## config.mk

```make
export PLATFORM = sky130hd
export DESIGN_NAME = adc_range_control_loop
export DESIGN_NICKNAME = d
export VERILOG_FILES = /design/src/rc_pkg.sv /design/src/adc_range_control_loop.sv /design/src/down_counter.sv /design/src/gain_delay_mem.sv
export SDC_FILE = /design/constraint.sdc
export NUM_CORES = 2
export LEC_CHECK = 0
export BUFFER_PORTS_ARGS = -buffer_cell sky130_fd_sc_hd__buf_2
export CORE_ASPECT_RATIO = 0.7
export CORE_UTILIZATION = 57
export CTS_BUF_LIST = sky130_fd_sc_hd__clkbuf_4
export DETAILED_ROUTE_END_ITERATION = 12
export MAX_ROUTING_LAYER = met4
export PLACE_DENSITY = 0.84
export SETUP_SLACK_MARGIN = 0.15
export SYNTH_ARGS = -nofsm -noshare
export SYNTH_HDL_FRONTEND = slang
export SYNTH_SLANG_ARGS = --single-unit
```

## constraint.sdc

```tcl
create_clock -name SYS_CLK -period 31.3 [get_ports SYS_CLK]
set_clock_uncertainty 0.2 [all_clocks]
set_input_delay 1.565 -clock SYS_CLK [delete_from_list [all_inputs] [get_ports SYS_CLK]]
set_output_delay 1.565 -clock SYS_CLK [all_outputs]
set_load 0.05 [all_outputs]
```

## src/rc_pkg.sv

```systemverilog
package rc_pkg;

    localparam int SAMPLE_W    = 16;
    localparam int ABS_W       = SAMPLE_W + 1;
    localparam int CNT_W       = 16;
    localparam int INTEG_W     = ABS_W + CNT_W;
    localparam int SHIFT_W     = 6;
    localparam int HPF_FRAC_W  = 16;
    localparam int HPF_K_W     = 4;
    localparam int DC_ACC_W    = SAMPLE_W + HPF_FRAC_W;
    localparam int ACC_W       = 16;
    localparam int CODE_W      = 3;
    localparam int LUT_DEPTH   = 8;
    localparam int LUT_W       = 8;
    localparam int BUS_W       = 16;
    localparam int NIB_W       = 4;
    localparam int NIB_NUM     = BUS_W / NIB_W;
    localparam int DLY_DEPTH   = 256;
    localparam int DLY_AW      = 8;

    localparam logic [ACC_W-1:0]    ACC_RESET   = 16'h0000;
    localparam logic [BUS_W-1:0]    BUS_RESET   = 16'h0000;
    localparam logic [CODE_W-1:0]   CODE_RESET  = 3'h0;
    localparam logic [DC_ACC_W-1:0] DC_RESET    = 32'h0;
    localparam logic [INTEG_W-1:0]  INTEG_RESET = 33'h0;

    // output nibble sources
    localparam logic [1:0] NIB_ZERO    = 2'h0;
    localparam logic [1:0] NIB_LUT_LO  = 2'h1;
    localparam logic [1:0] NIB_LUT_HI  = 2'h2;
    localparam logic [1:0] NIB_GAIN    = 2'h3;

    typedef enum logic [2:0] {
        ST_IDLE  = 3'b001,
        ST_DELAY = 3'b010,
        ST_INTEG = 3'b100
    } rc_state_t;

    typedef struct packed {
        logic [SAMPLE_W-1:0]              imm_thresh;
        logic [ACC_W-1:0]                 imm_step;
        logic [CNT_W-1:0]                 holdoff_len;
        logic [HPF_K_W-1:0]               hpf_shift;
        logic [CNT_W-1:0]                 int_len_m1;
        logic [SHIFT_W-1:0]               dump_shift;
        logic [SAMPLE_W-1:0]              upper_thresh;
        logic [SAMPLE_W-1:0]              lower_thresh;
        logic [ACC_W-1:0]                 inc_step;
        logic [ACC_W-1:0]                 dec_step;
        logic [ACC_W-1:0]                 bias;
        logic                             bias_en;
        logic [ACC_W-1:0]                 acc_max;
        logic [ACC_W-1:0]                 acc_min;
        logic [DLY_AW-1:0]                gain_dly_m1;
        logic                             slot_on_clk;
        logic [CNT_W-1:0]                 slot_len_m1;
        logic [CNT_W-1:0]                 delay_len;
        logic [CNT_W-1:0]                 periods_m1;
        logic [LUT_DEPTH-1:0][LUT_W-1:0]  lut;
        logic [NIB_NUM-1:0][1:0]          nib_sel;
    } rc_cfg_t;

endpackage : rc_pkg

```

## src/adc_range_control_loop.sv

```systemverilog
//
// Contract
// - immediate threshold crossing raises attenuation now, above averaged path, below host load
// - immediate trigger starts a programmable sample holdoff
// - averaged path high-pass filters out converter DC
// - magnitudes integrate and dump, 1 to 65536 samples
// - dump right-shifted by programmable power of two
// - averaged decisions only at period end
// - above upper threshold: add increase step
// - below lower threshold: subtract decrease step
// - between thresholds: add signed bias, if enabled
// - accumulator steps clamped to limits, host load is not; top bits drive outputs
// - top three accumulator bits: 0 to 42 dB in 6 dB steps
// - gain bits delayed 1 to 256 clocks
// - 3-bit code addresses 8x8-bit attenuator pattern table
// - 16-bit attenuation bus updated every clock
// - nibble mapping: four 4-bit or two 8-bit channels
// - immediate detector ignores the timers
// - slot of 1 to 65536 ticks, reloads at end or sync
// - delay reloads with slot; first period starts at its end
// - period length and periods per slot are counted
// - host writes accumulator; reads it, DC and average
// - digital gain matches each analog step
//
`timescale 1ns/100ps
module adc_range_control_loop
    import rc_pkg::*;
(
    input  wire logic                       SYS_CLK,
    input  wire logic                       RESET,
    input  wire logic signed [SAMPLE_W-1:0] SAMPLE_DATA,
    input  wire logic                       SAMPLE_VALID,
    input  wire logic                       SLOT_SYNC,
    input  wire rc_cfg_t                    CFG,
    input  wire logic                       ACC_LOAD,
    input  wire logic        [ACC_W-1:0]    ACC_LOAD_VALUE,
    output logic             [BUS_W-1:0]    ATTEN_CTRL_BUS,
    output logic             [CODE_W-1:0]   GAIN_SHIFT_CODE,
    output logic             [ACC_W-1:0]    ACC_VALUE,
    output logic signed      [SAMPLE_W-1:0] DC_OFFSET,
    output logic             [SAMPLE_W-1:0] AVG_MAGNITUDE,
    output logic                            IMM_HOLDOFF,
    output logic                            AVG_ACTIVE
);

    ////////////////////////////////////////
    // declarations

    rc_state_t                  state_reg;
    rc_state_t                  state_next;

    logic [ACC_W-1:0]           acc_reg;
    logic [ACC_W-1:0]           acc_next;
    logic [DC_ACC_W-1:0]        dc_acc_reg;
    logic [INTEG_W-1:0]         integ_reg;
    logic [SAMPLE_W-1:0]        avg_mag_reg;
    logic [BUS_W-1:0]           bus_reg;
    logic [BUS_W-1:0]           bus_next;

    logic [SAMPLE_W-1:0]        raw_abs;
    logic                       imm_fire;
    logic                       holdoff_zero;

    logic signed [SAMPLE_W-1:0] dc_int;
    logic signed [ABS_W-1:0]    hpf_out;
    logic [ABS_W-1:0]           hpf_abs;
    logic signed [47:0]         dc_incr;

    logic [INTEG_W-1:0]         dump_total;
    logic [INTEG_W-1:0]         dump_scaled;
    logic                       above_upper;
    logic                       below_lower;
    logic signed [ACC_W:0]      avg_delta;

    logic                       slot_tick;
    logic                       slot_reload;
    logic                       slot_zero;
    logic                       delay_zero;
    logic                       delay_done;
    logic                       integ_zero;
    logic                       period_zero;
    logic                       dump;
    logic                       next_period;

    logic [CODE_W-1:0]          atten_code;
    logic [LUT_W-1:0]           lut_word;
    logic [CODE_W-1:0]          gain_dly_code;

    ////////////////////////////////////////
    // clamp

    function automatic logic [ACC_W-1:0] clamp_add(
        input logic [ACC_W-1:0]    acc,
        input logic signed [ACC_W:0] delta,
        input logic [ACC_W-1:0]    lo,
        input logic [ACC_W-1:0]    hi
    );
        logic signed [ACC_W+1:0] sum;
        sum = $signed({2'b00, acc}) + (ACC_W+2)'(delta);
        if (sum > $signed({2'b00, hi})) begin
            clamp_add = hi;
        end else if (sum < $signed({2'b00, lo})) begin
            clamp_add = lo;
        end else begin
            clamp_add = sum[ACC_W-1:0];
        end
    endfunction : clamp_add

    ////////////////////////////////////////
    // immediate detector

    assign raw_abs = SAMPLE_DATA[SAMPLE_W-1] ? SAMPLE_W'(-SAMPLE_DATA)
                                              : SAMPLE_W'(SAMPLE_DATA);

    // holdoff lets the loop settle between steps
    assign imm_fire = SAMPLE_VALID && holdoff_zero && !ACC_LOAD
                      && (raw_abs > CFG.imm_thresh);

    down_counter #(.W(CNT_W)) u_holdoff (
        .clk        (SYS_CLK),
        .rst        (RESET),
        .load       (imm_fire),
        .load_value (CFG.holdoff_len),
        .dec        (SAMPLE_VALID),
        .count      (),
        .zero       (holdoff_zero)
    );

    ////////////////////////////////////////
    // dc block

    assign dc_int  = $signed(dc_acc_reg[DC_ACC_W-1:HPF_FRAC_W]);
    assign hpf_out = ABS_W'(SAMPLE_DATA) - ABS_W'(dc_int);
    assign hpf_abs = hpf_out[ABS_W-1] ? ABS_W'(-hpf_out) : ABS_W'(hpf_out);
    // zero shift acts as one
    assign dc_incr = (48'(hpf_out) <<< HPF_FRAC_W)
                     >>> ((CFG.hpf_shift == '0) ? 4'h1 : CFG.hpf_shift);

    always_ff @(posedge SYS_CLK or posedge RESET) begin
        if (RESET) begin
            dc_acc_reg <= DC_RESET;
        end else if (SAMPLE_VALID) begin
            dc_acc_reg <= dc_acc_reg + DC_ACC_W'(dc_incr);
        end
    end

    ////////////////////////////////////////
    // timers

    assign slot_tick   = CFG.slot_on_clk ? 1'b1 : SAMPLE_VALID;
    assign slot_reload = SLOT_SYNC || (slot_tick && slot_zero);

    down_counter #(.W(CNT_W)) u_slot (
        .clk        (SYS_CLK),
        .rst        (RESET),
        .load       (slot_reload),
        .load_value (CFG.slot_len_m1),
        .dec        (slot_tick),
        .count      (),
        .zero       (slot_zero)
    );

    down_counter #(.W(CNT_W)) u_delay (
        .clk        (SYS_CLK),
        .rst        (RESET),
        .load       (slot_reload),
        .load_value (CFG.delay_len),
        .dec        (slot_tick && state_reg == ST_DELAY),
        .count      (),
        .zero       (delay_zero)
    );

    assign delay_done  = (state_reg == ST_DELAY) && delay_zero && !slot_reload;
    assign dump        = (state_reg == ST_INTEG) && SAMPLE_VALID && integ_zero
                         && !slot_reload;
    assign next_period = dump && !period_zero;

    down_counter #(.W(CNT_W)) u_integ (
        .clk        (SYS_CLK),
        .rst        (RESET),
        .load       (delay_done || next_period),
        .load_value (CFG.int_len_m1),
        .dec        (SAMPLE_VALID && state_reg == ST_INTEG),
        .count      (),
        .zero       (integ_zero)
    );

    down_counter #(.W(CNT_W)) u_period (
        .clk        (SYS_CLK),
        .rst        (RESET),
        .load       (delay_done),
        .load_value (CFG.periods_m1),
        .dec        (dump),
        .count      (),
        .zero       (period_zero)
    );

    always_comb begin
        state_next = state_reg;
        unique case (state_reg)
            ST_IDLE: begin
                if (slot_reload) begin
                    state_next = ST_DELAY;
                end
            end
            ST_DELAY: begin
                if (slot_reload) begin
                    state_next = ST_DELAY;
                end else if (delay_done) begin
                    state_next = ST_INTEG;
                end
            end
            ST_INTEG: begin
                // sync drops the partial sum
                if (slot_reload) begin
                    state_next = ST_DELAY;
                end else if (dump && period_zero) begin
                    state_next = ST_IDLE;
                end
            end
        endcase
    end

    always_ff @(posedge SYS_CLK or posedge RESET) begin
        if (RESET) begin
            state_reg <= ST_IDLE;
        end else begin
            state_reg <= state_next;
        end
    end

    ////////////////////////////////////////
    // integrate and dump

    assign dump_total  = integ_reg + INTEG_W'(hpf_abs);
    assign dump_scaled = dump_total >> CFG.dump_shift;
    assign above_upper = dump_scaled > INTEG_W'(CFG.upper_thresh);
    assign below_lower = dump_scaled < INTEG_W'(CFG.lower_thresh);

    always_ff @(posedge SYS_CLK or posedge RESET) begin
        if (RESET) begin
            integ_reg <= INTEG_RESET;
        end else if (delay_done || dump || slot_reload) begin
            integ_reg <= INTEG_RESET;
        end else if (SAMPLE_VALID && state_reg == ST_INTEG) begin
            integ_reg <= dump_total;
        end
    end

    // saturated for small shifts
    always_ff @(posedge SYS_CLK or posedge RESET) begin
        if (RESET) begin
            avg_mag_reg <= '0;
        end else if (dump) begin
            avg_mag_reg <= (dump_scaled > INTEG_W'({SAMPLE_W{1'b1}}))
                           ? {SAMPLE_W{1'b1}} : dump_scaled[SAMPLE_W-1:0];
        end
    end

    ////////////////////////////////////////
    // attenuation accumulator

    always_comb begin
        if (above_upper) begin
            avg_delta = $signed({1'b0, CFG.inc_step});
        end else if (below_lower) begin
            avg_delta = -$signed({1'b0, CFG.dec_step});
        end else if (CFG.bias_en) begin
            avg_delta = (ACC_W+1)'($signed(CFG.bias));
        end else begin
            avg_delta = '0;
        end
    end

    // host load, then immediate, then averaged
    always_comb begin
        acc_next = acc_reg;
        if (ACC_LOAD) begin
            acc_next = ACC_LOAD_VALUE;
        end else if (imm_fire) begin
            acc_next = clamp_add(acc_reg, $signed({1'b0, CFG.imm_step}),
                                 CFG.acc_min, CFG.acc_max);
        end else if (dump) begin
            acc_next = clamp_add(acc_reg, avg_delta,
                                 CFG.acc_min, CFG.acc_max);
        end
    end

    always_ff @(posedge SYS_CLK or posedge RESET) begin
        if (RESET) begin
            acc_reg <= ACC_RESET;
        end else begin
            acc_reg <= acc_next;
        end
    end

    ////////////////////////////////////////
    // output bus

    assign atten_code = acc_reg[ACC_W-1 -: CODE_W];
    assign lut_word   = CFG.lut[atten_code];

    // gain delayed to meet the analog step
    gain_delay_mem #(.W(CODE_W), .DEPTH(DLY_DEPTH), .AW(DLY_AW)) u_gain_dly (
        .clk     (SYS_CLK),
        .rst     (RESET),
        .wr_data (atten_code),
        .dly_m1  (CFG.gain_dly_m1),
        .rd_data (gain_dly_code)
    );

    always_comb begin
        bus_next = BUS_RESET;
        for (int n = 0; n < NIB_NUM; n++) begin
            unique case (CFG.nib_sel[n])
                NIB_ZERO:   bus_next[n*NIB_W +: NIB_W] = '0;
                NIB_LUT_LO: bus_next[n*NIB_W +: NIB_W] = lut_word[NIB_W-1:0];
                NIB_LUT_HI: bus_next[n*NIB_W +: NIB_W] = lut_word[LUT_W-1:NIB_W];
                NIB_GAIN:   bus_next[n*NIB_W +: NIB_W] = NIB_W'(gain_dly_code);
            endcase
        end
    end

    always_ff @(posedge SYS_CLK or posedge RESET) begin
        if (RESET) begin
            bus_reg <= BUS_RESET;
        end else begin
            bus_reg <= bus_next;
        end
    end

    ////////////////////////////////////////
    // outputs

    assign ATTEN_CTRL_BUS  = bus_reg;
    assign GAIN_SHIFT_CODE = gain_dly_code;
    assign ACC_VALUE       = acc_reg;
    assign DC_OFFSET       = dc_int;
    assign AVG_MAGNITUDE   = avg_mag_reg;
    assign IMM_HOLDOFF     = !holdoff_zero;
    assign AVG_ACTIVE      = (state_reg == ST_INTEG);

endmodule : adc_range_control_loop

```

## src/down_counter.sv

```systemverilog
`timescale 1ns/100ps
module down_counter
    import rc_pkg::*;
#(
    parameter int W = CNT_W
) (
    input  wire logic         clk,
    input  wire logic         rst,
    input  wire logic         load,
    input  wire logic [W-1:0] load_value,
    input  wire logic         dec,
    output logic      [W-1:0] count,
    output logic              zero
);

    logic [W-1:0] count_reg;

    // load wins; parks at zero
    always_ff @(posedge clk or posedge rst) begin
        if (rst) begin
            count_reg <= '0;
        end else if (load) begin
            count_reg <= load_value;
        end else if (dec && count_reg != '0) begin
            count_reg <= count_reg - W'(1);
        end
    end

    assign count = count_reg;
    assign zero  = (count_reg == '0);

endmodule : down_counter

```

## src/gain_delay_mem.sv

```systemverilog
`timescale 1ns/100ps
module gain_delay_mem
    import rc_pkg::*;
#(
    parameter int W     = CODE_W,
    parameter int DEPTH = DLY_DEPTH,
    parameter int AW    = DLY_AW
) (
    input  wire logic          clk,
    input  wire logic          rst,
    input  wire logic [W-1:0]  wr_data,
    input  wire logic [AW-1:0] dly_m1,
    output logic      [W-1:0]  rd_data
);

    logic [W-1:0]  mem [DEPTH];
    logic [AW-1:0] wr_ptr_reg;
    logic [AW-1:0] rd_addr;
    logic [W-1:0]  rd_data_reg;

    assign rd_addr = wr_ptr_reg - dly_m1;

    // cleared so no stale gain after start-up
    always_ff @(posedge clk or posedge rst) begin
        if (rst) begin
            for (int i = 0; i < DEPTH; i++) begin
                mem[i] <= '0;
            end
            wr_ptr_reg <= '0;
        end else begin
            mem[wr_ptr_reg] <= wr_data;
            wr_ptr_reg      <= wr_ptr_reg + AW'(1);
        end
    end

    // write-through for the one-clock setting
    always_ff @(posedge clk or posedge rst) begin
        if (rst) begin
            rd_data_reg <= '0;
        end else if (rd_addr == wr_ptr_reg) begin
            rd_data_reg <= wr_data;
        end else begin
            rd_data_reg <= mem[rd_addr];
        end
    end

    assign rd_data = rd_data_reg;

endmodule : gain_delay_mem

```

==> impl_metrics.yaml <==
sta:
  setup_viol: 0
  hold_viol: 0
  setup_tns_ns: 0
  finalCritPeriodShare: 0.542
  rsz0062_at_grt: "false"
  fmax_ghz: 0.0590
  maxSlewViolCount: 0
  fin_crit_ns: 16.95
  tightest_slew_ns: 1.22
  relSlewSlack: 0.186
clock_network:
  clk_path_buf_depth: 3
  cts_sinks: 974
  cts-buffers-inserted: 229
  cts_hold_buf: 0
  clock-root-buffer: "clkbuf_4"
  cts_resized: 0
  h-tree-depth: 4
  path_clk_slew_ns: 0.07
  cts_tree: "yes"
  clk_latency_ns: 1.19
  postCtsSetupBuffers: 0
yosys:
  synth_top_cell_area_share: 0.414
  synthMostInstantiatedCell: "dfrtp_1"
  syn_area_um2: 58800
  netlist_top_cells_count: "973 x dfrtp_1, 818 x mux2_2, 477 x nand2_1"
  synth_top_area_cell: "dfrtp_1"
  yosysUniqueCellTypes: 95
  yosysSeqAreaShare: 0.414
  syn-instance-count: 5300
  ys_ff_latch: 974
  yosysWarnings: 0
  async_reset_ff_frac: 1.00
  synthTopCellsByArea: "dfrtp_1 41%, mux2_2 16%, mux4_2 11%"
  synth.avg_cell_area_um2: 11.1
  syn-num-nets: 5885
  synth_ff_type: "dfrtp_1"
  synth-edff-count: 0
setup_path:
  ff2ff_path_depth: 70
  required_ns: 32.14
  crit_arrival_ns: 17.79
  rrSetupSlack_ns: 14.37
  criticalPathCategory: "input pin to register"
  crit_path_start_kind: "input pin"
  crit_fanout: 32
  r2r-end: "ACC_VALUE[7]"
  cpPeakStageDelay_ns: 0.57
  timing.rr.start: "dc_acc_reg[16]"
  end_kind: "register"
  slowest_stage: "o41a_1"
  worstSetupStartpoint: "SAMPLE_DATA[0]"
  crit_top_cell: "o21ai_0"
route:
  drc_errors: 0
  dr.pass1.iters: 6
  wl_per_cell_um: 24.0
  drt.antenna.violating_nets: 0
  route.vias.total: 46200
  drt_iter0_drc: 5540
  vias_per_cell: 6.37
  routed_wl_mm: 174
pwr:
  irDropWorstVdd_v: 0.0000567
  comb_power_share: 0.409
  power_leakage_uw: 0.0305
  power_density_nw_per_um2: 63.7
  p_sw_uw: 1660
  p_sw_frac: 0.400
  power_frac_seq: 0.339
  clkPwrFrac: 0.251
  internal_power_uw: 2480
job:
  maxCapViolCount: 0
place:
  placed_cell_area_um2: 62000
  io_buffers: 421
  place.gp.congestion: 1.04
  dp_hpwl_mm: 122
grt:
  grt_overflow: 0
  antenna_found_initial: 21
  grt_use_total: 0.344
  grt_pass1_vias: 46100
  grt_pass1_wl_mm: 271
  grt_max_degree: 228
layout:
  fillerInstances: 7681
  layout-drive-gt1-share: 0.337
  area_growth_pct: 10.4
  regArea_um2: 24400
  largest_reg_flops: 768
  final_nets: 6276
  fin_area_um2: 64900
  multi_input_area_um2: 32400
status:
  run_status: "finished clean"
worst_hold_path:
  holdPathEnd: "u_slot.count[7]"
  hold_depth: 2
  hp-class: "register to register"
  hold_start: "u_slot.count[7]"
die:
  fp-row-count: 98
  initial_core_util: 0.576
  coreArea_um2: 102000
  dieHeight_um: 271
  dieArea_um2: 105000
  io_pins: 422
  die_w_um: 386
-- placed cells by master, fill, tap and decap left out, types with 29 or more instances in the layout --
cell type  Yosys  final
a21o_1        61     61
ha_1         226    225
o21ai_0      278    278
and2_1        29     29
inv_1        210    209
nor4_1        36     35
mux2i_1       61     61
clkbuf_4       0    328
or3_1         39     39
mux2_2       818    818
buf_4         16     63
buf_2          7    421
o22ai_1       31     31
mux4_2       277    277
nor2_1       352    350
nand2b_1      51     51
xor2_1        46     45
xnor2_1      120    118
nand2_1      477    477
o211ai_1      35     35
a21oi_1      223    223
nor3_1        99     98
nand4_1       33     33
clkinv_1       3     68
dfrtp_1      973    970
a211oi_1      40     40
nand3_1       65     65
-- layer usage --
| metal | part of all wire | track usage | wire length [µm] |
|---|---|---|---|
| met5 | 0 | - | 0 |
| met4 | 0.027 | 0.107 | 4740 |
| met3 | 0.11 | 0.0982 | 19100 |
| met2 | 0.43 | 0.472 | 75200 |
| met1 | 0.43 | 0.492 | 74500 |
-- power groups by stage --
| stage | clock [µW] | sequential (µW) | combinational (µW) |
|---|---|---|---|
| after global routing | 1130 | 1410 | 1840 |
| after CTS | 1060 | 1400 | 1650 |
| final | 1040 | 1400 | 1690 |
| after global placement | 0 | 1420 | 1610 |
| after detailed placement | 0 | 1420 | 1640 |
| after floorplan | 0 | 1430 | 1220 |
-- through the flow --
step	hold WS (ns)	worst slack, ns	power [µW]	util	cells
global route	0.306	13.22	4380	0.636	7241
CTS	0.269	14.77	4120	0.635	7222
floorplan	0.242	2.14	2660	-	5300
finish	0.286	14.35	4140	0.636	7245
detailed placement	0.275	13.63	3070	0.607	6810
global placement	0.257	14.06	3030	0.607	6810
-- critical path: cells and delay by family --
kind | cells | cell delay [ns]
buf+inv | 4 | 0.59
mux | 3 | 1.22
fa+ha+maj | 6 | 1.97
simple gates | 10 | 2.09
xor+xnor | 1 | 0.22
compound gates | 48 | 10.13
-- cells by family (layout without fill, tap and decap cells) --
family          count (synthesis)  in the layout  synth area share
compound gates                936            936             0.101
xor+xnor                      166            166            0.0247
fa+ha+maj                     232            232            0.0501
buf+inv                       541           1113            0.0358
flops                         974            974             0.414
mux                          1157           1157             0.273
other cells                     0             23                 0
simple gates                 1294           1294             0.101
-- cell type report --
class,count,area share
Antenna cell,23,0.000886
Clock buffer,328,0.0379
Clock inverter,84,0.00686
Inverter,214,0.0125
Multi-Input combinational cell,3785,0.500
Sequential cell,974,0.376
Tap cell,1350,0.0260
Timing Repair Buffer,487,0.0407
-- worst max path at each step --
stage | endpoint | slack (ns) | depth (start not counted)
2_1_floorplan | ACC_VALUE[0] | 2.14 | 1
3_3_place_gp | ACC_VALUE[1] | 14.06 | 72
3_5_place_dp | ACC_VALUE[2] | 13.63 | 72
4_1_cts | ACC_VALUE[7] | 14.77 | 70
5_1_grt | ACC_VALUE[6] | 13.22 | 70
6_report | ACC_VALUE[7] | 14.35 | 72
No activity file was read; power rests on OpenSTA's default activity.
